**config.mk**
```make
export PLATFORM = sky130hd
export DESIGN_NAME = pcits_target_status
export DESIGN_NICKNAME = d
export VERILOG_FILES = /design/src/design/pcits_pkg.sv /design/src/design/pcits_target_status.sv /design/src/design/pcits_win_match.sv
export SDC_FILE = /design/constraint.sdc
export NUM_CORES = 1
export LEC_CHECK = 0
export BUFFER_PORTS_ARGS = -buffer_cell sky130_fd_sc_hd__buf_2
export CELL_PAD_IN_SITES_DETAIL_PLACEMENT = 1
export CELL_PAD_IN_SITES_GLOBAL_PLACEMENT = 1
export CORE_MARGIN = 8
export CORE_UTILIZATION = 45
export CTS_CLUSTER_DIAMETER = 80
export DETAILED_ROUTE_END_ITERATION = 12
export PLACE_DENSITY_LB_ADDON = 0.08
export SYNTH_ARGS = -nofsm -noshare
export SYNTH_HDL_FRONTEND = slang
export SYNTH_SLANG_ARGS = --single-unit
```
**constraint.sdc**
```tcl
create_clock -name i_core_clk -period 2.02 [get_ports i_core_clk]
set_input_delay 0.606 -clock i_core_clk [delete_from_list [all_inputs] [get_ports i_core_clk]]
set_output_delay 0.606 -clock i_core_clk [all_outputs]
set_load 0.02 [all_outputs]
```
**src/design/pcits_pkg.sv**
```systemverilog
// shared constants for the target status and local interrupt block
`default_nettype none
package pcits_pkg;
	////////////////////////////////////////////////////////////////////////////
	// register port
	localparam int          ADDR_W       = 8;
	localparam logic [7:0]  OFS_CMD      = 8'h00;
	localparam logic [7:0]  OFS_CFG      = 8'h04;
	localparam logic [7:0]  OFS_BAR0     = 8'h08;
	localparam logic [7:0]  OFS_ROM      = 8'h20;
	localparam logic [7:0]  OFS_STATUS   = 8'h24;
	localparam logic [7:0]  OFS_IRQ_STAT = 8'h28;
	localparam logic [7:0]  OFS_IRQ_MASK = 8'h2C;
	localparam int          NUM_BARS     = 6;
	////////////////////////////////////////////////////////////////////////////
	// field positions
	localparam int CMD_IO_EN_BIT   = 0;
	localparam int CMD_MEM_EN_BIT  = 1;
	localparam int CMD_INT_DIS_BIT = 10;
	localparam int CFG_PAIR01_BIT  = 0;
	localparam int CFG_PAIR12_BIT  = 1;
	localparam int BAR_IO_BIT      = 0;
	localparam int ROM_EN_BIT      = 0;
	localparam int ST_ROM_BIT      = 6;
	localparam int ST_WIDE_BIT     = 7;
	localparam int ST_ACCESS_BIT   = 8;
	localparam int ST_BURST_BIT    = 9;
	localparam int ST_XFR_BIT      = 10;
	localparam int ST_DAC_BIT      = 11;
	localparam int EV_CLAIM_BIT    = 0;
	localparam int EV_BURST_BIT    = 1;
	localparam int EV_END_BIT      = 2;
	localparam int EV_W            = 3;
	localparam int STATUS_W        = 12;
	////////////////////////////////////////////////////////////////////////////
	// reset values
	localparam logic [31:0]         CMD_RST    = 32'h0000_0000;
	localparam logic [31:0]         BAR_RST    = 32'h0000_0000;
	localparam logic [1:0]          CFG_RST    = 2'h0;
	localparam logic [EV_W-1:0]     EV_RST     = 3'h0;
	localparam logic [STATUS_W-1:0] STATUS_RST = 12'h000;
	////////////////////////////////////////////////////////////////////////////
	// bus command codes
	localparam logic [3:0] PCMD_IO_RD  = 4'h2;
	localparam logic [3:0] PCMD_IO_WR  = 4'h3;
	localparam logic [3:0] PCMD_MEM_RD = 4'h6;
	localparam logic [3:0] PCMD_MEM_WR = 4'h7;
	localparam logic [3:0] PCMD_MRM    = 4'hC;
	localparam logic [3:0] PCMD_DAC    = 4'hD;
	localparam logic [3:0] PCMD_MRL    = 4'hE;
	localparam logic [3:0] PCMD_MWI    = 4'hF;
	typedef enum logic [2:0] {ST_IDLE, ST_DAC_HI, ST_DECODE, ST_ACTIVE, ST_WAIT_IDLE} pcits_state_t;
endpackage : pcits_pkg
`default_nettype wire

```
**src/design/pcits_target_status.sv**
```systemverilog
// target transaction status bus and local interrupt forwarding
`default_nettype none
module pcits_target_status
	import pcits_pkg::*;
#(
	parameter int WIDE_EN       = 1,
	parameter int BAR_APER_BITS = 12,
	parameter int ROM_APER_BITS = 16
) (
	input  wire logic                        i_core_clk,
	input  wire logic                        i_rstn,
	input  wire logic [31:0]                 i_ad,
	input  wire logic [3:0]                  i_cbe,
	input  wire logic                        i_framen,
	input  wire logic                        i_irdyn,
	input  wire logic                        i_trdyn,
	input  wire logic                        i_stopn,
	input  wire logic                        i_req64n,
	input  wire logic                        i_lirqn,
	output logic                             o_inta_out,
	output logic                             o_inta_oe,
	output logic [pcits_pkg::STATUS_W-1:0]   o_local_target_status_bus,
	input  wire logic [pcits_pkg::ADDR_W-1:0] i_reg_addr,
	input  wire logic [31:0]                 i_reg_wdata,
	input  wire logic                        i_reg_wr,
	input  wire logic                        i_reg_rd,
	output logic [31:0]                      o_reg_rdata,
	output logic                             o_irq
);
	import pcits_pkg::*;

	////////////////////////////////////////////////////////////////////////////
	// software-visible registers
	logic [31:0]           cmd_r;
	logic [1:0]            cfg_r;
	logic [31:0]           bar_r [NUM_BARS];
	logic [31:0]           rom_r;
	logic [EV_W-1:0]       ev_stat_r;
	logic [EV_W-1:0]       ev_mask_r;
	logic [EV_W-1:0]       ev_pulse;
	logic [31:0]           rdata_nxt;

	always_ff @(posedge i_core_clk or negedge i_rstn) begin
		if (!i_rstn) begin
			cmd_r <= CMD_RST;
			cfg_r <= CFG_RST;
			rom_r <= BAR_RST;
		end else if (i_reg_wr) begin
			// the disable bit reaches the interrupt pin one edge after the write
			if (i_reg_addr == OFS_CMD) begin
				cmd_r <= i_reg_wdata;
			end
			if (i_reg_addr == OFS_CFG) begin
				cfg_r <= i_reg_wdata[1:0];
			end
			if (i_reg_addr == OFS_ROM) begin
				rom_r <= i_reg_wdata;
			end
		end
	end

	always_ff @(posedge i_core_clk or negedge i_rstn) begin
		if (!i_rstn) begin
			for (int k = 0; k < NUM_BARS; k++)
				bar_r[k] <= BAR_RST;
		end else begin
			for (int k = 0; k < NUM_BARS; k++) begin
				if (i_reg_wr && i_reg_addr == OFS_BAR0 + ADDR_W'(k * 4)) begin
					bar_r[k] <= i_reg_wdata;
				end
			end
		end
	end

	always_ff @(posedge i_core_clk or negedge i_rstn) begin
		if (!i_rstn) begin
			ev_mask_r <= EV_RST;
		end else if (i_reg_wr && i_reg_addr == OFS_IRQ_MASK) begin
			ev_mask_r <= i_reg_wdata[EV_W-1:0];
		end
	end

	// a new event wins over a write-one-to-clear in the same cycle
	always_ff @(posedge i_core_clk or negedge i_rstn) begin
		if (!i_rstn) begin
			ev_stat_r <= EV_RST;
		end else if (i_reg_wr && i_reg_addr == OFS_IRQ_STAT) begin
			ev_stat_r <= (ev_stat_r & ~i_reg_wdata[EV_W-1:0]) | ev_pulse;
		end else begin
			ev_stat_r <= ev_stat_r | ev_pulse;
		end
	end

	always_comb begin
		rdata_nxt = 32'h0000_0000;
		// unmapped offsets fall through and read as zero
		for (int k = 0; k < NUM_BARS; k++) begin
			if (i_reg_addr == OFS_BAR0 + ADDR_W'(k * 4)) begin
				rdata_nxt = bar_r[k];
			end
		end
		case (i_reg_addr)
			OFS_CMD:      rdata_nxt = cmd_r;
			OFS_CFG:      rdata_nxt = {30'h0000_0000, cfg_r};
			OFS_ROM:      rdata_nxt = rom_r;
			OFS_STATUS:   rdata_nxt = {20'h0_0000, o_local_target_status_bus};
			OFS_IRQ_STAT: rdata_nxt = {29'h0000_0000, ev_stat_r};
			OFS_IRQ_MASK: rdata_nxt = {29'h0000_0000, ev_mask_r};
			default:      ;
		endcase
	end

	// read data stand only in the cycle after the strobe
	always_ff @(posedge i_core_clk or negedge i_rstn) begin
		if (!i_rstn) begin
			o_reg_rdata <= 32'h0000_0000;
		end else if (i_reg_rd) begin
			o_reg_rdata <= rdata_nxt;
		end else begin
			o_reg_rdata <= 32'h0000_0000;
		end
	end

	always_ff @(posedge i_core_clk or negedge i_rstn) begin
		// one edge behind the sticky bits; harmless for a level line
		if (!i_rstn) begin
			o_irq <= 1'b0;
		end else begin
			o_irq <= |(ev_stat_r & ev_mask_r);
		end
	end

	////////////////////////////////////////////////////////////////////////////
	// local interrupt onto pin A (open drain: only ever pulls low)
	// registered so the pin never glitches; costs one cycle of lag
	always_ff @(posedge i_core_clk or negedge i_rstn) begin
		if (!i_rstn) begin
			o_inta_oe  <= 1'b0;
			o_inta_out <= 1'b0;
		end else begin
			o_inta_oe  <= ~i_lirqn & ~cmd_r[CMD_INT_DIS_BIT];
			o_inta_out <= 1'b0;
		end
	end

	////////////////////////////////////////////////////////////////////////////
	// address phase capture and transaction tracking
	// only an idle bus after a claimed or refused transaction re-arms capture
	pcits_state_t state_r;
	logic         prev_framen_r;
	logic [63:0]  addr_r;
	logic [3:0]   pcmd_r;
	logic         dac_r;
	logic         wide_r;
	logic         first_phase_r;
	logic         burst_r;
	logic [6:0]   hit_r;
	logic [5:0]   bar_match;
	logic [5:0]   bar_hit;
	logic         rom_match;
	logic         io_cmd;
	logic         mem_cmd;
	logic         pair01;
	logic         pair12;
	logic         addr_phase;
	logic         bus_idle;
	logic         phase_done;
	logic         active;

	assign addr_phase = prev_framen_r & ~i_framen & i_irdyn;
	assign bus_idle   = i_framen & i_irdyn;
	assign active     = (state_r == ST_ACTIVE);
	assign phase_done = active & ~i_irdyn & ~i_trdyn;
	assign io_cmd     = cmd_r[CMD_IO_EN_BIT] & (pcmd_r == PCMD_IO_RD || pcmd_r == PCMD_IO_WR);
	assign mem_cmd    = cmd_r[CMD_MEM_EN_BIT] & (pcmd_r == PCMD_MEM_RD || pcmd_r == PCMD_MEM_WR
		|| pcmd_r == PCMD_MRM || pcmd_r == PCMD_MRL || pcmd_r == PCMD_MWI);
	// both pairings at once would share window 1; the lower pair takes it
	assign pair01     = cfg_r[CFG_PAIR01_BIT];
	assign pair12     = cfg_r[CFG_PAIR12_BIT] & ~pair01;

	always_ff @(posedge i_core_clk or negedge i_rstn) begin
		if (!i_rstn)
			prev_framen_r <= 1'b1;
		else
			prev_framen_r <= i_framen;
	end

	always_ff @(posedge i_core_clk or negedge i_rstn) begin
		if (!i_rstn) begin
			state_r <= ST_IDLE;
		end else begin
			case (state_r)
				ST_IDLE: begin
					if (addr_phase)
						state_r <= (i_cbe == PCMD_DAC) ? ST_DAC_HI : ST_DECODE;
				end
				ST_DAC_HI:    state_r <= ST_DECODE;
				ST_DECODE:    state_r <= (|bar_hit | rom_match) ? ST_ACTIVE : ST_WAIT_IDLE;
				ST_ACTIVE:    if (bus_idle) state_r <= ST_IDLE;
				ST_WAIT_IDLE: if (bus_idle) state_r <= ST_IDLE;
				default:      state_r <= ST_IDLE;
			endcase
		end
	end

	// a dual address cycle sends the low half first, then the real command
	always_ff @(posedge i_core_clk or negedge i_rstn) begin
		if (!i_rstn) begin
			addr_r <= 64'h0000_0000_0000_0000;
			pcmd_r <= 4'h0;
			dac_r  <= 1'b0;
			wide_r <= 1'b0;
		end else if (state_r == ST_IDLE && addr_phase) begin
			addr_r <= {32'h0000_0000, i_ad};
			pcmd_r <= i_cbe;
			dac_r  <= (i_cbe == PCMD_DAC);
			wide_r <= (WIDE_EN != 0) & ~i_req64n;
		end else if (state_r == ST_DAC_HI) begin
			addr_r[63:32] <= i_ad;
			pcmd_r        <= i_cbe;
		end
	end

	////////////////////////////////////////////////////////////////////////////
	// window compare, one comparator per window
	// pairing is read live from the config word, so software must not
	// change it while a transaction is being decoded
	genvar gi;
	generate
		for (gi = 0; gi < NUM_BARS; gi++) begin : g_win
			logic        is64;
			logic        upper_half;
			logic [31:0] base_hi;
			if (gi < NUM_BARS - 1) begin : g_hi
				assign base_hi = bar_r[gi + 1];
			end else begin : g_nohi
				assign base_hi = 32'h0000_0000;
			end
			assign is64       = (gi == 0) ? pair01 : ((gi == 1) ? pair12 : 1'b0);
			assign upper_half = (gi == 1) ? pair01 : ((gi == 2) ? pair12 : 1'b0);
			pcits_win_match #(
				.APER_BITS (BAR_APER_BITS)
			) u_bar (
				.i_addr    (addr_r),
				.i_base_lo (bar_r[gi]),
				.i_base_hi (base_hi),
				.i_is64    (is64),
				.i_io_win  (bar_r[gi][BAR_IO_BIT]),
				.i_io_cmd  (io_cmd),
				.i_mem_cmd (mem_cmd),
				.i_enable  (~upper_half),
				.o_match   (bar_match[gi])
			);
		end
	endgenerate

	pcits_win_match #(
		.APER_BITS (ROM_APER_BITS)
	) u_rom (
		.i_addr    (addr_r),
		.i_base_lo (rom_r),
		.i_base_hi (32'h0000_0000),
		.i_is64    (1'b0),
		.i_io_win  (1'b0),
		.i_io_cmd  (1'b0),
		.i_mem_cmd (mem_cmd),
		.i_enable  (rom_r[ROM_EN_BIT]),
		.o_match   (rom_match)
	);

	assign bar_hit[0] = bar_match[0];
	assign bar_hit[1] = bar_match[1] | (pair01 & bar_match[0]);
	assign bar_hit[2] = bar_match[2] | (pair12 & bar_match[1]);
	assign bar_hit[5:3] = bar_match[5:3];

	always_ff @(posedge i_core_clk or negedge i_rstn) begin
		if (!i_rstn)
			hit_r <= 7'h00;
		else if (state_r == ST_DECODE)
			hit_r <= {rom_match, bar_hit};
	end

	////////////////////////////////////////////////////////////////////////////
	// burst detection over the first data phase
	// stop also ends the first phase, so a retried single never reads as burst
	always_ff @(posedge i_core_clk or negedge i_rstn) begin
		if (!i_rstn) begin
			first_phase_r <= 1'b0;
			burst_r       <= 1'b0;
		end else if (state_r == ST_DECODE) begin
			first_phase_r <= 1'b1;
			burst_r       <= 1'b0;
		end else if (active && first_phase_r && !i_irdyn) begin
			burst_r <= burst_r | ~i_framen;
			if (!i_trdyn || !i_stopn)
				first_phase_r <= 1'b0;
		end else if (!active) begin
			first_phase_r <= 1'b0;
			burst_r       <= 1'b0;
		end
	end

	////////////////////////////////////////////////////////////////////////////
	// status bus, rebuilt every edge from the transaction state
	// bits show two edges after the address phase (three for a dual address cycle) and drop one edge after idle;
	// local logic that needs the hit sooner must decode the bus itself
	always_ff @(posedge i_core_clk or negedge i_rstn) begin
		if (!i_rstn) begin
			o_local_target_status_bus <= STATUS_RST;
		end else if (!active) begin
			o_local_target_status_bus <= STATUS_RST;
		end else begin
			o_local_target_status_bus[5:0]           <= hit_r[5:0];
			o_local_target_status_bus[ST_ROM_BIT]    <= hit_r[6];
			o_local_target_status_bus[ST_WIDE_BIT]   <= wide_r;
			o_local_target_status_bus[ST_ACCESS_BIT] <= 1'b1;
			o_local_target_status_bus[ST_BURST_BIT]  <= burst_r | (first_phase_r
				& ~i_irdyn & ~i_framen);
			o_local_target_status_bus[ST_XFR_BIT]    <= phase_done;
			o_local_target_status_bus[ST_DAC_BIT]    <= dac_r;
		end
	end

	////////////////////////////////////////////////////////////////////////////
	// interrupt events
	// each event is a one-cycle pulse; the sticky status keeps it for software
	assign ev_pulse[EV_CLAIM_BIT] = (state_r == ST_DECODE) & (|bar_hit | rom_match);
	assign ev_pulse[EV_BURST_BIT] = active & first_phase_r & ~i_irdyn & ~i_framen & ~burst_r;
	assign ev_pulse[EV_END_BIT]   = active & bus_idle;

endmodule : pcits_target_status
`default_nettype wire

```
**src/design/pcits_win_match.sv**
```systemverilog
// address window comparator for one base address window
`default_nettype none
module pcits_win_match #(
	parameter int APER_BITS = 12
) (
	input  wire logic [63:0] i_addr,
	input  wire logic [31:0] i_base_lo,
	input  wire logic [31:0] i_base_hi,
	input  wire logic        i_is64,
	input  wire logic        i_io_win,
	input  wire logic        i_io_cmd,
	input  wire logic        i_mem_cmd,
	input  wire logic        i_enable,
	output logic             o_match
);
	logic lo_eq;
	logic hi_eq;
	logic kind_ok;

	// low aperture bits carry window attributes, never part of the compare
	assign lo_eq   = (i_addr[31:APER_BITS] == i_base_lo[31:APER_BITS]);
	// a 32-bit window only answers addresses below 4 GiB
	assign hi_eq   = i_is64 ? (i_addr[63:32] == i_base_hi) : (i_addr[63:32] == 32'h0000_0000);
	assign kind_ok = i_io_win ? i_io_cmd : i_mem_cmd;
	assign o_match = i_enable & kind_ok & lo_eq & hi_eq;
endmodule : pcits_win_match
`default_nettype wire

```
==> run summary, run 1 <==
CP max stage delay - 0.56 ns
clock period minus worst slack - 2.39 ns
drt wl/cell - 27.0 µm
row cnt - 73
HP Class - primary input to flip-flop
Yosys top cell area share - 52.5%
critical path fanouts, max - 4
Yosys cell types - 54
crit start category - flip-flop
Post-Syn Nets - 1,594
Synth Flop Type - dfrtp_1
worst slew pin tran - 0.601 ns
post-synth top area cell - dfrtp_1
Post-synth EDFFs - 0
initial antenna violation count - 3
area growth from synthesis to layout - 28.5%
Yosys reg bits - 381
core area - 39,700 µm²
Final Cell Area - 23,300 µm²
Placed Area - 21,400 µm²
CTS tree - yes
Die W - 217 µm
PnR Total Power - 20,700 µW
Relative slew margins - 59.9%
clock latency at the later pin of the worst-skew pair - 0.59 ns
top post-synthesis cells by area - dfrtp_1, mux2_2, xnor2_1
Mapped Cells - 1,508
post-synthesis sequential area ratio - 52.6%
full die area - 46,900 µm²
failing checks - negative setup slack
Starting Density - 45.6%
H-tree depth - 2
global-route wire length before repair - 99.8 mm
Slowest cell on crit path - a2111o_1
Routed Wire Length - 65.4 mm
ys async rst share - 100%
Critical path origin - addr_r[42]
Reg clk slew, reported paths - 0.06 ns
Die Ht - 217 µm
Req. time, crit path - 2.53 ns
synth cell count leaders - dfrtp_1, mux2_2, xnor2_1, nand2_1, a22oi_1
gpl congestion - 0.902
DR pass1 iterations - 7
Routed Antenna Nets - 0
NumNets Final - 1,949
Post-route DRC - 0
Crit Path Class - flip-flop to flip-flop
maximum resistive drop on vdd - 0.000800 V
final hold vios - 0
initial DRC count - 1,010
Max Clock Skew - 0.0251 ns
Hold Startpoint - i_lirqn
layout cells sized above 1 - 43.6%
leading cell type by number of instances after synthesis - dfrtp_1
Finished Core Util - 58.6%
Fmax achieved - 418 MHz
CTS Buf Count - 44
DP HPWL - 48.5 mm
largest net degree at the start of global routing - 70
PD cells - 891 nW/µm²
final setup vio count - 10
leakage - 0.0112 µW
RSZ-0062 raised after global routing - yes
Cell Chain, Critical Path - buf_4, buf_4, xnor2_2, nand4_1, nor4_2, nand3_1, a2111o_1, o21ai_1, mux2_4
crit end category - flip-flop
Tcrit/Tclk final - 118%
synthesized area per cell - 12.0 µm²
CP delay by family, top - compound AO/OA/AOI/OAI gates
# IOs - 133
CTS root buf - clkbuf_16
Worst Path Arrival - 2.90 ns
Buf/Inv on CP - 2
R2R Path Start - addr_r[42]
Max Buffers Root-to-Sink - 3
TritonCTS Sinks - 381
Yosys Warn Count - 0
max cap viols - 0
synthesized cell area - 18,100 µm²
PortBufs - 131
GRT Total Usage - 27.8%
grt ovf - 0
Top cell by count, worst path - buf_4
fillers - 4,107
vias in the first global route - 15,900
Vias/cell - 5.81
vias - 14,100
status - complete, but fails checks
Max Slew Vio Count - 0
PnR worst setup slack - -0.370 ns
layer usage:
metal | vias up | wire [µm] | GRT usage [%]
li1 | 6204 | - | -
met1 | 7343 | 26400 | 34.0
met2 | 369 | 33400 | 48.0
met3 | 156 | 2970 | 4.68
met4 | 0 | 2680 | 11.9
met5 | - | 0 | 0
cells by family after synthesis:
| kind of cell | Yosys count | share of synthesized area [%] |
|---|---|---|
| XOR/XNOR | 200 | 9.67 |
| flip-flops | 381 | 52.6 |
| multiplexers | 288 | 17.9 |
| other | 1 | 0.0207 |
| buffers and inverters | 108 | 2.63 |
| AND/OR/NAND/NOR | 299 | 8.16 |
| AO/OA/AOI/OAI | 231 | 8.98 |
flip-flops by register name, indices dropped and copies added, names as in the netlist, 7 cells and up:
signal and cells:
o_reg_rdata 32, o_local_target_status_bus 12, addr_r 52, g_win.base_hi 160, cmd_r 32, rom_r 32
hit_r 7, bar_r 32
stage by stage:
stage / setup slack, ns / hold WS (ns) / instances / setup TNS [ns]
floorplan: -0.121 / 0.310 / 1508 / -12.62
CTS: -0.351 / 0.168 / 2417 / -2.02
finish: -0.370 / 0.189 / 2422 / -2.55
global route: -0.462 / 0.185 / 2419 / -3.67
detailed placement: -0.674 / 0.453 / 2330 / -112.90
global placement: -0.712 / 0.445 / 2330 / -108.63
layout by cell type (no fill, tap or decap), types with 4 or more instances in the layout:
cell       netlist  layout
nor4_2           1      11
clkbuf_1        44       9
o21ai_1          1       4
a222oi_1        22      22
nor2_1          46      41
nor3_1          31      26
nor4_1          20       9
dfrtp_2          0       7
buf_12           0      34
nand2_1        103     102
xnor2_1        149     138
xor2_1          51      51
a21oi_1         51      50
and3_1          16      15
dfrtp_1        380     373
nor2_4           0       5
clkbuf_8         0       6
xnor2_2          0      11
nand4_1         44      44
o21ai_0         16      10
mux2_1           4       4
inv_1            5       5
mux2_2         283     281
buf_6            2       5
a31oi_1         24      23
buf_2           30     130
a211oi_1        28      26
a221oi_1        18      18
a22oi_1         60      60
buf_4            5     240
clkinv_2         0      11
clkbuf_16        0      45
nand3_1         15      13
nor3_2           0       4
path summary, 6_finish.rpt:
path / end / slack, ns / cells after the start
worst min register to register: ev_stat_r[1] / 0.47 / 1
max in group asynchronous: wide_r / 0.82 / 3
worst max register to register: hit_r[2] / -0.37 / 9
min in group asynchronous: g_win[4].base_hi[3] / 0.49 / 2
worst min-delay path: o_inta_oe / 0.19 / 2
worst max-delay path: hit_r[2] / -0.37 / 9
final cells by class:
cell class / count / area (µm²) / share of cell area [%]
multi-input cells: 1019 / 8420 / 36.2
well taps: 525 / 657 / 2.82
inverters: 5 / 18.8 / 0.0807
diodes: 3 / 7.51 / 0.0323
repair buffers: 412 / 3240 / 13.9
flip-flops and latches: 381 / 9540 / 41.0
clock inverters: 18 / 164 / 0.704
clock buffers: 59 / 1220 / 5.23
power breakdown:
part | internal [µW] | total (µW) | switching (µW)
logic | 2070 | 4310 | 2240
registers | 8110 | 8640 | 524
clock network | 4490 | 7790 | 3300
total | 14700 | 20700 | 6060
timing repair:
item	in CTS	in global routing
hold buffers	1	0
endpoints found under the hold margin	24	0
cloned	0	1
buffers inserted	13	3
resized for setup	45	21
pin swaps	21	8
setup endpoints to repair	12	19
Note: power is estimated with default switching activity, not from simulation.
==> inputs of run 2 (changes only) <==
--- a/config.mk
+++ b/config.mk
@@ -8,7 +8,7 @@
 export BUFFER_PORTS_ARGS = -buffer_cell sky130_fd_sc_hd__buf_2
 export CELL_PAD_IN_SITES_DETAIL_PLACEMENT = 1
 export CELL_PAD_IN_SITES_GLOBAL_PLACEMENT = 1
-export CORE_MARGIN = 8
+export CORE_MARGIN = 3
 export CORE_UTILIZATION = 45
 export CTS_CLUSTER_DIAMETER = 80
 export DETAILED_ROUTE_END_ITERATION = 12
==> run 2 against run 1 <==
  * Clock skew is 0.0051 ns lower
  * Flip-flop and latch count is the same
  * Global-route usage is 3.1 points higher
  * Core utilization increased by 1.0 points
  * Critical path type unchanged
  * Fmax up 0.76%
  * Routed wire length is 0.38% higher
  * Worst setup slack improved by 0.018 ns
  * The flow still finishes with violations (negative setup slack)
==> run summary, run 2 (same netlist as run 1, synthesis figures left out) <==
grt ovf - 0 (unchanged)
H-tree depth - 2 (unchanged)
Buf/Inv on CP - 1 (-1)
critical path fanouts, max - 3 (-1)
status - complete, but fails checks
worst slew pin tran - 0.627 ns (+0.0266 ns)
Fmax achieved - 422 MHz (+0.76%)
Max Buffers Root-to-Sink - 3 (unchanged)
Starting Density - 46.2% (+0.63 points)
PD cells - 896 nW/µm² (+0.55%)
largest net degree at the start of global routing - 88 (+26%)
area growth from synthesis to layout - 28.9%
Req. time, crit path - 2.51 ns (-0.02 ns)
Crit Path Class - flip-flop to flip-flop
drt wl/cell - 27.1 µm (+0.30%)
clock latency at the later pin of the worst-skew pair - 0.58 ns (about the same)
PortBufs - 131 (unchanged)
most common cell after layout, fill and taps aside - dfrtp_1
most frequent cells in the layout - dfrtp_1, mux2_2, buf_4, xnor2_1, buf_2
row cnt - 72 (-1.4%)
CP max stage delay - 0.60 ns (+0.04 ns)
Clk pwr share - 38.8% (+1.2 points)
initial DRC count - 1,134 (+12%)
Relative slew margins - 58.2% (-1.8 points)
pre-CTS setup slack - -0.626 ns (+0.0473 ns)
Reg clk slew, reported paths - 0.06 ns (about the same)
Reg power frac - 41.2% (-0.4 points)
GRT Total Usage - 30.9% (+3.1 points)
Die W - 207 µm (-4.6%)
core area - 39,200 µm² (-1.4%)
Post-route DRC - 0 (unchanged)
Placed Area - 21,500 µm² (+0.40%)
crit end category - flip-flop
DR pass1 iterations - 6 (-1)
CTS root buf - clkbuf_16
Routed Antenna Nets - 0 (unchanged)
vias in the first global route - 15,400 (-3.1%)
# IOs - 133 (unchanged)
PnR worst setup slack - -0.352 ns (+0.0181 ns)
Finished Core Util - 59.6% (+1.0 points)
CTS Buf Count - 44 (unchanged)
max reg flops - 160 (unchanged)
final hold vios - 0 (unchanged)
global-route wire length before repair - 97.6 mm (-2.1%)
CTS tree - yes
Routed Wire Length - 65.6 mm (+0.38%)
Final Cell Area - 23,300 µm² (+0.33%)
hold_ws - 0.192 ns (+0.00300 ns)
TritonCTS Sinks - 381 (unchanged)
Worst Path Arrival - 2.87 ns (-0.03 ns)
NumNets Final - 1,959 (+0.51%)
Die Ht - 207 µm (-4.6%)
vias - 14,100 (+0.22%)
full die area - 42,700 µm² (-9.0%)
Pint - 15,000 µW (+2.0%)
leakage - 0.0112 µW (+0.41%)
HP Class - primary input to flip-flop
fillers - 4,000 (-2.6%)
RSZ-0062 raised after global routing - yes
Net Sw Frac - 28.4% (-0.80 points)
combinational share of power - 20.0% (-0.8 points)
clock period minus worst slack - 2.37 ns (-0.0181 ns)
initial antenna violation count - 2 (-1)
DP HPWL - 48.9 mm (+0.90%)
Max Slew Vio Count - 0 (unchanged)
placed cell count - 2,339 (+0.39%)
crit start category - flip-flop
layout cells sized above 1 - 43.5% (about the same)
Vias/cell - 5.82 (+0.14%)
ant diodes - 0 (-3)
switching power total - 5950 µW (-1.9%)
Tcrit/Tclk final - 117% (-0.90 points)
maximum resistive drop on vdd - 0.000659 V (-18%)
failing checks - negative setup slack
max cap viols - 0 (unchanged)
final setup vio count - 9 (-1)
Finished Layout Cells - 2,424 (+0.083%)
Slowest cell on crit path - or4b_4
CP delay by family, top - simple AND/OR/NAND/NOR gates
Max Clock Skew - 0.0200 ns (-0.00509 ns)
Cell Chain, Critical Path - xor2_1, nor4_2, buf_4, nand4_1, or4b_4, and3_4, a41o_1, nand2_1
gpl congestion - 0.914 (+1.3%)
## run 2: changes by cell type in the layout (fill, tap and decap cells not counted), moves of 4 or more
cell      delta
o21ai_0      +4
buf_6        -4
clkbuf_1     +6
buf_12       -5
clkinv_2     -4
buf_4       +20
## run 2: final timing paths
kind | start | cells past startpoint | slack, ns | endpoint
worst min register to register | cmd_r[10] | 1 | 0.46 | o_inta_oe
max in group asynchronous | i_rstn | 4 | 0.80 | bar_r[180]
worst max-delay path | g_win[1].base_hi[29] | 8 | -0.35 | state_r[1]
worst min-delay path | i_lirqn | 2 | 0.19 | o_inta_oe
worst max register to register | g_win[1].base_hi[29] | 8 | -0.35 | state_r[1]
min in group asynchronous | i_rstn | 3 | 0.60 | g_win[0].base_hi[7]
## run 2: routing by layer
layer	wire length, µm	share of wire [%]	GRT usage (%)
met3	3050	4.6	5.03
met5	23	0.035	0
met1	26300	40	37.7
met2	33700	51	55.3
met4	2500	3.8	11.5
## run 2: worst register-to-register path: stages (launching register included)
cell,delay (ns)
dfrtp_1,0.41
xor2_1,0.16
nor4_2,0.32
buf_4,0.16
nand4_1,0.13
or4b_4,0.60
and3_4,0.18
a41o_1,0.25
nand2_1,0.08
## run 2: timing repair
item / in CTS / in global routing
gates resized for setup: 38 / 20
endpoints found under the hold margin: 14 / 0
pin swaps: 17 / 12
setup endpoints to repair: 12 / 18
cloned: 0 / 0
hold buffers: 1 / 0
buffers inserted: 3 / 3
## run 2: power by group through the flow
stage,Sequential [µW],Combinational [µW],Clock (µW)
after floorplan,8510,2140,0
after global placement,8710,3880,0
after detailed placement,8730,3950,0
after CTS,8610,4120,8260
after global routing,8670,4430,8590
final,8620,4180,8120
## run 2: cell type report
class | count | area [µm²] | area share [%]
timing repair buffer | 422 | 3220 | 13.8
tap | 518 | 648 | 2.78
multi-input combinational | 1019 | 8470 | 36.3
clock buffer | 68 | 1290 | 5.54
sequential | 381 | 9540 | 40.9
inverter | 5 | 18.8 | 0.0804
clock inverter | 11 | 155 | 0.665
## run 2: through the flow
stage          setup TNS (ns)  total power [µW]
6_report                -2.32             20900
4_1_cts                 -2.37             21000
3_3_place_gp          -103.31             12600
5_1_grt                 -3.50             21700
3_5_place_dp          -111.25             12700
2_1_floorplan          -12.62             10600
==> inputs of run 3 (changes only) <==
--- a/config.mk
+++ b/config.mk
@@ -5,13 +5,13 @@
 export SDC_FILE = /design/constraint.sdc
 export NUM_CORES = 1
 export LEC_CHECK = 0
-export BUFFER_PORTS_ARGS = -buffer_cell sky130_fd_sc_hd__buf_2
 export CELL_PAD_IN_SITES_DETAIL_PLACEMENT = 1
 export CELL_PAD_IN_SITES_GLOBAL_PLACEMENT = 1
 export CORE_MARGIN = 3
-export CORE_UTILIZATION = 45
+export CORE_UTILIZATION = 47
 export CTS_CLUSTER_DIAMETER = 80
 export DETAILED_ROUTE_END_ITERATION = 12
+export DONT_BUFFER_PORTS = 1
 export PLACE_DENSITY_LB_ADDON = 0.08
 export SYNTH_ARGS = -nofsm -noshare
 export SYNTH_HDL_FRONTEND = slang
==> run 3 against run 2 <==
  * The flow finishes with violations (negative hold slack, negative setup slack)
  * Worst hold slack got worse by 0.46 ns
  * Sequential share of layout area grew 2.4 points
  * Via count is 4.3% lower
  * Clock skew down 0.00064 ns
  * Die area down 4.1%
  * Count of clock-buffer cells in the layout decreased by 1
  * Clock power is 3.6% lower
  * Final cell count down 7.9%
  * First-iteration DRC count fell by 3.2%
  * Worst setup slack got worse by 0.037 ns
  * Flip-flop and latch count did not move
==> run summary, run 3 (same netlist as run 1, synthesis figures left out) <==
worst slew pin tran - 0.772 ns (+0.145 ns)
DR pass1 iterations - 8 (+2)
Fmax achieved - 415 MHz (-1.6%)
Reg power frac - 43.0% (+1.8 points)
Req. time, crit path - 2.52 ns (about the same)
RSZ-0062 raised after global routing - yes
CTS Buf Count - 43 (-2.3%)
R2R cell count - 8 (unchanged)
pre-CTS setup slack - -0.563 ns (+0.0638 ns)
vias - 13,500 (-4.3%)
initial antenna violation count - 1 (-1)
Slowest cell on crit path - or4b_4
gpl congestion - 0.925 (+1.2%)
DP HPWL - 46.5 mm (-5.0%)
Finished Core Util - 58.3% (-1.3 points)
CP delay by family, top - simple AND/OR/NAND/NOR gates
Final Cell Area - 22,100 µm² (-5.5%)
Routed Wire Length - 63.2 mm (-3.7%)
Worst Path Arrival - 2.91 ns (+0.04 ns)
final hold vios - 380 (+380)
most frequent cells in the layout - dfrtp_1, mux2_2, buf_4, xnor2_1, nand2_1
Max Buffers Root-to-Sink - 3 (unchanged)
final setup vio count - 9 (unchanged)
CP max stage delay - 0.60 ns (about the same)
WL met1 - 24.9 mm (-5.5%)
Post-route DRC - 0 (unchanged)
Placed Area - 20,400 µm² (-5.1%)
max reg flops - 160 (unchanged)
Pint - 14,500 µW (-2.9%)
failing checks - negative hold slack, negative setup slack
GRT Total Usage - 30.9% (about the same)
Net Sw Frac - 27.9% (-0.53 points)
hold_ws - -0.265 ns (-0.457 ns)
PortBufs - 0 (-100%)
global-route wire length before repair - 95.4 mm (-2.3%)
leakage - 0.0103 µW (-8.3%)
CTS tree - yes
grt ovf - 0 (unchanged)
crit end category - flip-flop
max cap viols - 0 (unchanged)
row cnt - 71 (-1.4%)
largest net degree at the start of global routing - 382 (+330%)
CTS root buf - clkbuf_16
PnR Total Power - 20,200 µW (-3.6%)
PD cells - 914 nW/µm² (+2.0%)
Cell Chain, Critical Path - xor2_1, nor4_1, buf_4, nand4_1, or4b_4, and3_4, a41o_1, nand2_1
area growth from synthesis to layout - 21.8%
Crit path depth - 8 (unchanged)
Relative slew margins - 48.5% (-9.6 points)
fillers - 3,859 (-3.5%)
critical path fanouts, max - 3 (unchanged)
met2 wire length - 31.9 mm (-5.4%)
Clk pwr share - 38.8% (about the same)
Vias/cell - 6.05 (+4.0%)
Max Slew Vio Count - 0 (unchanged)
switching power total - 5630 µW (-5.4%)
ant diodes - 0 (unchanged)
Tcrit/Tclk final - 119% (+1.9 points)
vias in the first global route - 15,000 (-2.7%)
Starting Density - 47.9% (+1.6 points)
PnR worst setup slack - -0.390 ns (-0.0374 ns)
drt wl/cell - 28.3 µm (+4.6%)
Reg clk slew, reported paths - 0.06 ns (about the same)
# IOs - 133 (unchanged)
HP Class - primary input to async pin
TritonCTS Sinks - 381 (unchanged)
core area - 37,800 µm² (-3.4%)
NumNets Final - 1,774 (-9.4%)
clock latency at the later pin of the worst-skew pair - 0.58 ns (about the same)
H-tree depth - 2 (unchanged)
maximum resistive drop on vdd - 0.000651 V (-1.3%)
crit start category - flip-flop
layout cells sized above 1 - 37.2% (-6.3 points)
Die Ht - 202 µm (-2.1%)
combinational share of power - 18.2% (-1.8 points)
Crit Path Class - flip-flop to flip-flop
Die W - 202 µm (-2.1%)
status - complete, but fails checks
initial DRC count - 1,098 (-3.2%)
most common cell after layout, fill and taps aside - dfrtp_1
Detail Route met3 WL - 3.62 mm (+19%)
full die area - 40,900 µm² (-4.1%)
Buf/Inv on CP - 1 (unchanged)
Top Metal Used - met5
Max Clock Skew - 0.0194 ns (-0.000637 ns)
clock period minus worst slack - 2.41 ns (+0.0374 ns)
Routed Antenna Nets - 0 (unchanged)
run 3: cell count changes in the layout (fill, tap and decap cells not counted), moves of 3 or more:
| cell | delta |
|---|---|
| dfrtp_2 | +4 |
| a31oi_1 | +3 |
| buf_12 | -4 |
| buf_2 | -130 |
| dfrtp_1 | -4 |
| xnor2_1 | +3 |
| xnor2_2 | -3 |
| buf_4 | -49 |
| nor2_2 | +3 |
| nor2_4 | -3 |
run 3: layout make-up:
cell class	instances	area, µm²	share of cell area, %
flip-flops and latches	381	9550	43.3
well taps	511	639	2.90
clock buffers	67	1280	5.80
inverters	5	18.8	0.0851
clock inverters	11	108	0.488
repair buffers	238	2110	9.55
multi-input cells	1019	8360	37.9
run 3: stage by stage:
step / std cells / TNS [ns]
after floorplan: 1508 / -12.62
after global placement: 2150 / -60.17
after detailed placement: 2150 / -70.16
after CTS: 2230 / -2.27
after global routing: 2232 / -3.03
final: 2232 / -2.51
run 3: worst paths after layout:
| kind | start | end | slack (ns) |
|---|---|---|---|
| setup / recovery | addr_r[29] | state_r[1] | -0.39 |
| hold / removal | i_rstn | addr_r[35] | -0.27 |
| setup reg to reg | addr_r[29] | state_r[1] | -0.39 |
| hold reg to reg | cmd_r[10] | o_inta_oe | 0.46 |
| max in group asynchronous | i_rstn | addr_r[34] | 1.59 |
| min in group i_core_clk | i_framen | prev_framen_r | 0.04 |
run 3: routing by layer:
metal  GRT usage (%)  vias up
met5               0        -
met4            12.4        2
met3            6.62      143
met2            53.5      394
met1            37.8     7096
li1                -     5865
run 3: power by group through the flow:
stage	combinational, µW	sequential, µW	clock, µW
final	3680	8660	7830
after global routing	3850	8710	8310
after CTS	3530	8650	7970
after detailed placement	3380	8770	0
after global placement	3320	8750	0
after floorplan	2140	8510	0
run 3: repair_timing:
| item | CTS | global route |
|---|---|---|
| hold endpoints to repair | 381 | 380 |
| gates resized for setup | 27 | 20 |
| setup endpoints to repair | 11 | 12 |
| buffers inserted | 3 | 2 |
| pin swaps | 11 | 17 |
run 3: worst reg2reg max path, stage by stage, from the launching register on:
cell     delay, ns
dfrtp_1       0.40
xor2_1        0.17
nor4_1        0.33
buf_4         0.16
nand4_1       0.18
or4b_4        0.60
and3_4        0.18
a41o_1        0.24
nand2_1       0.08
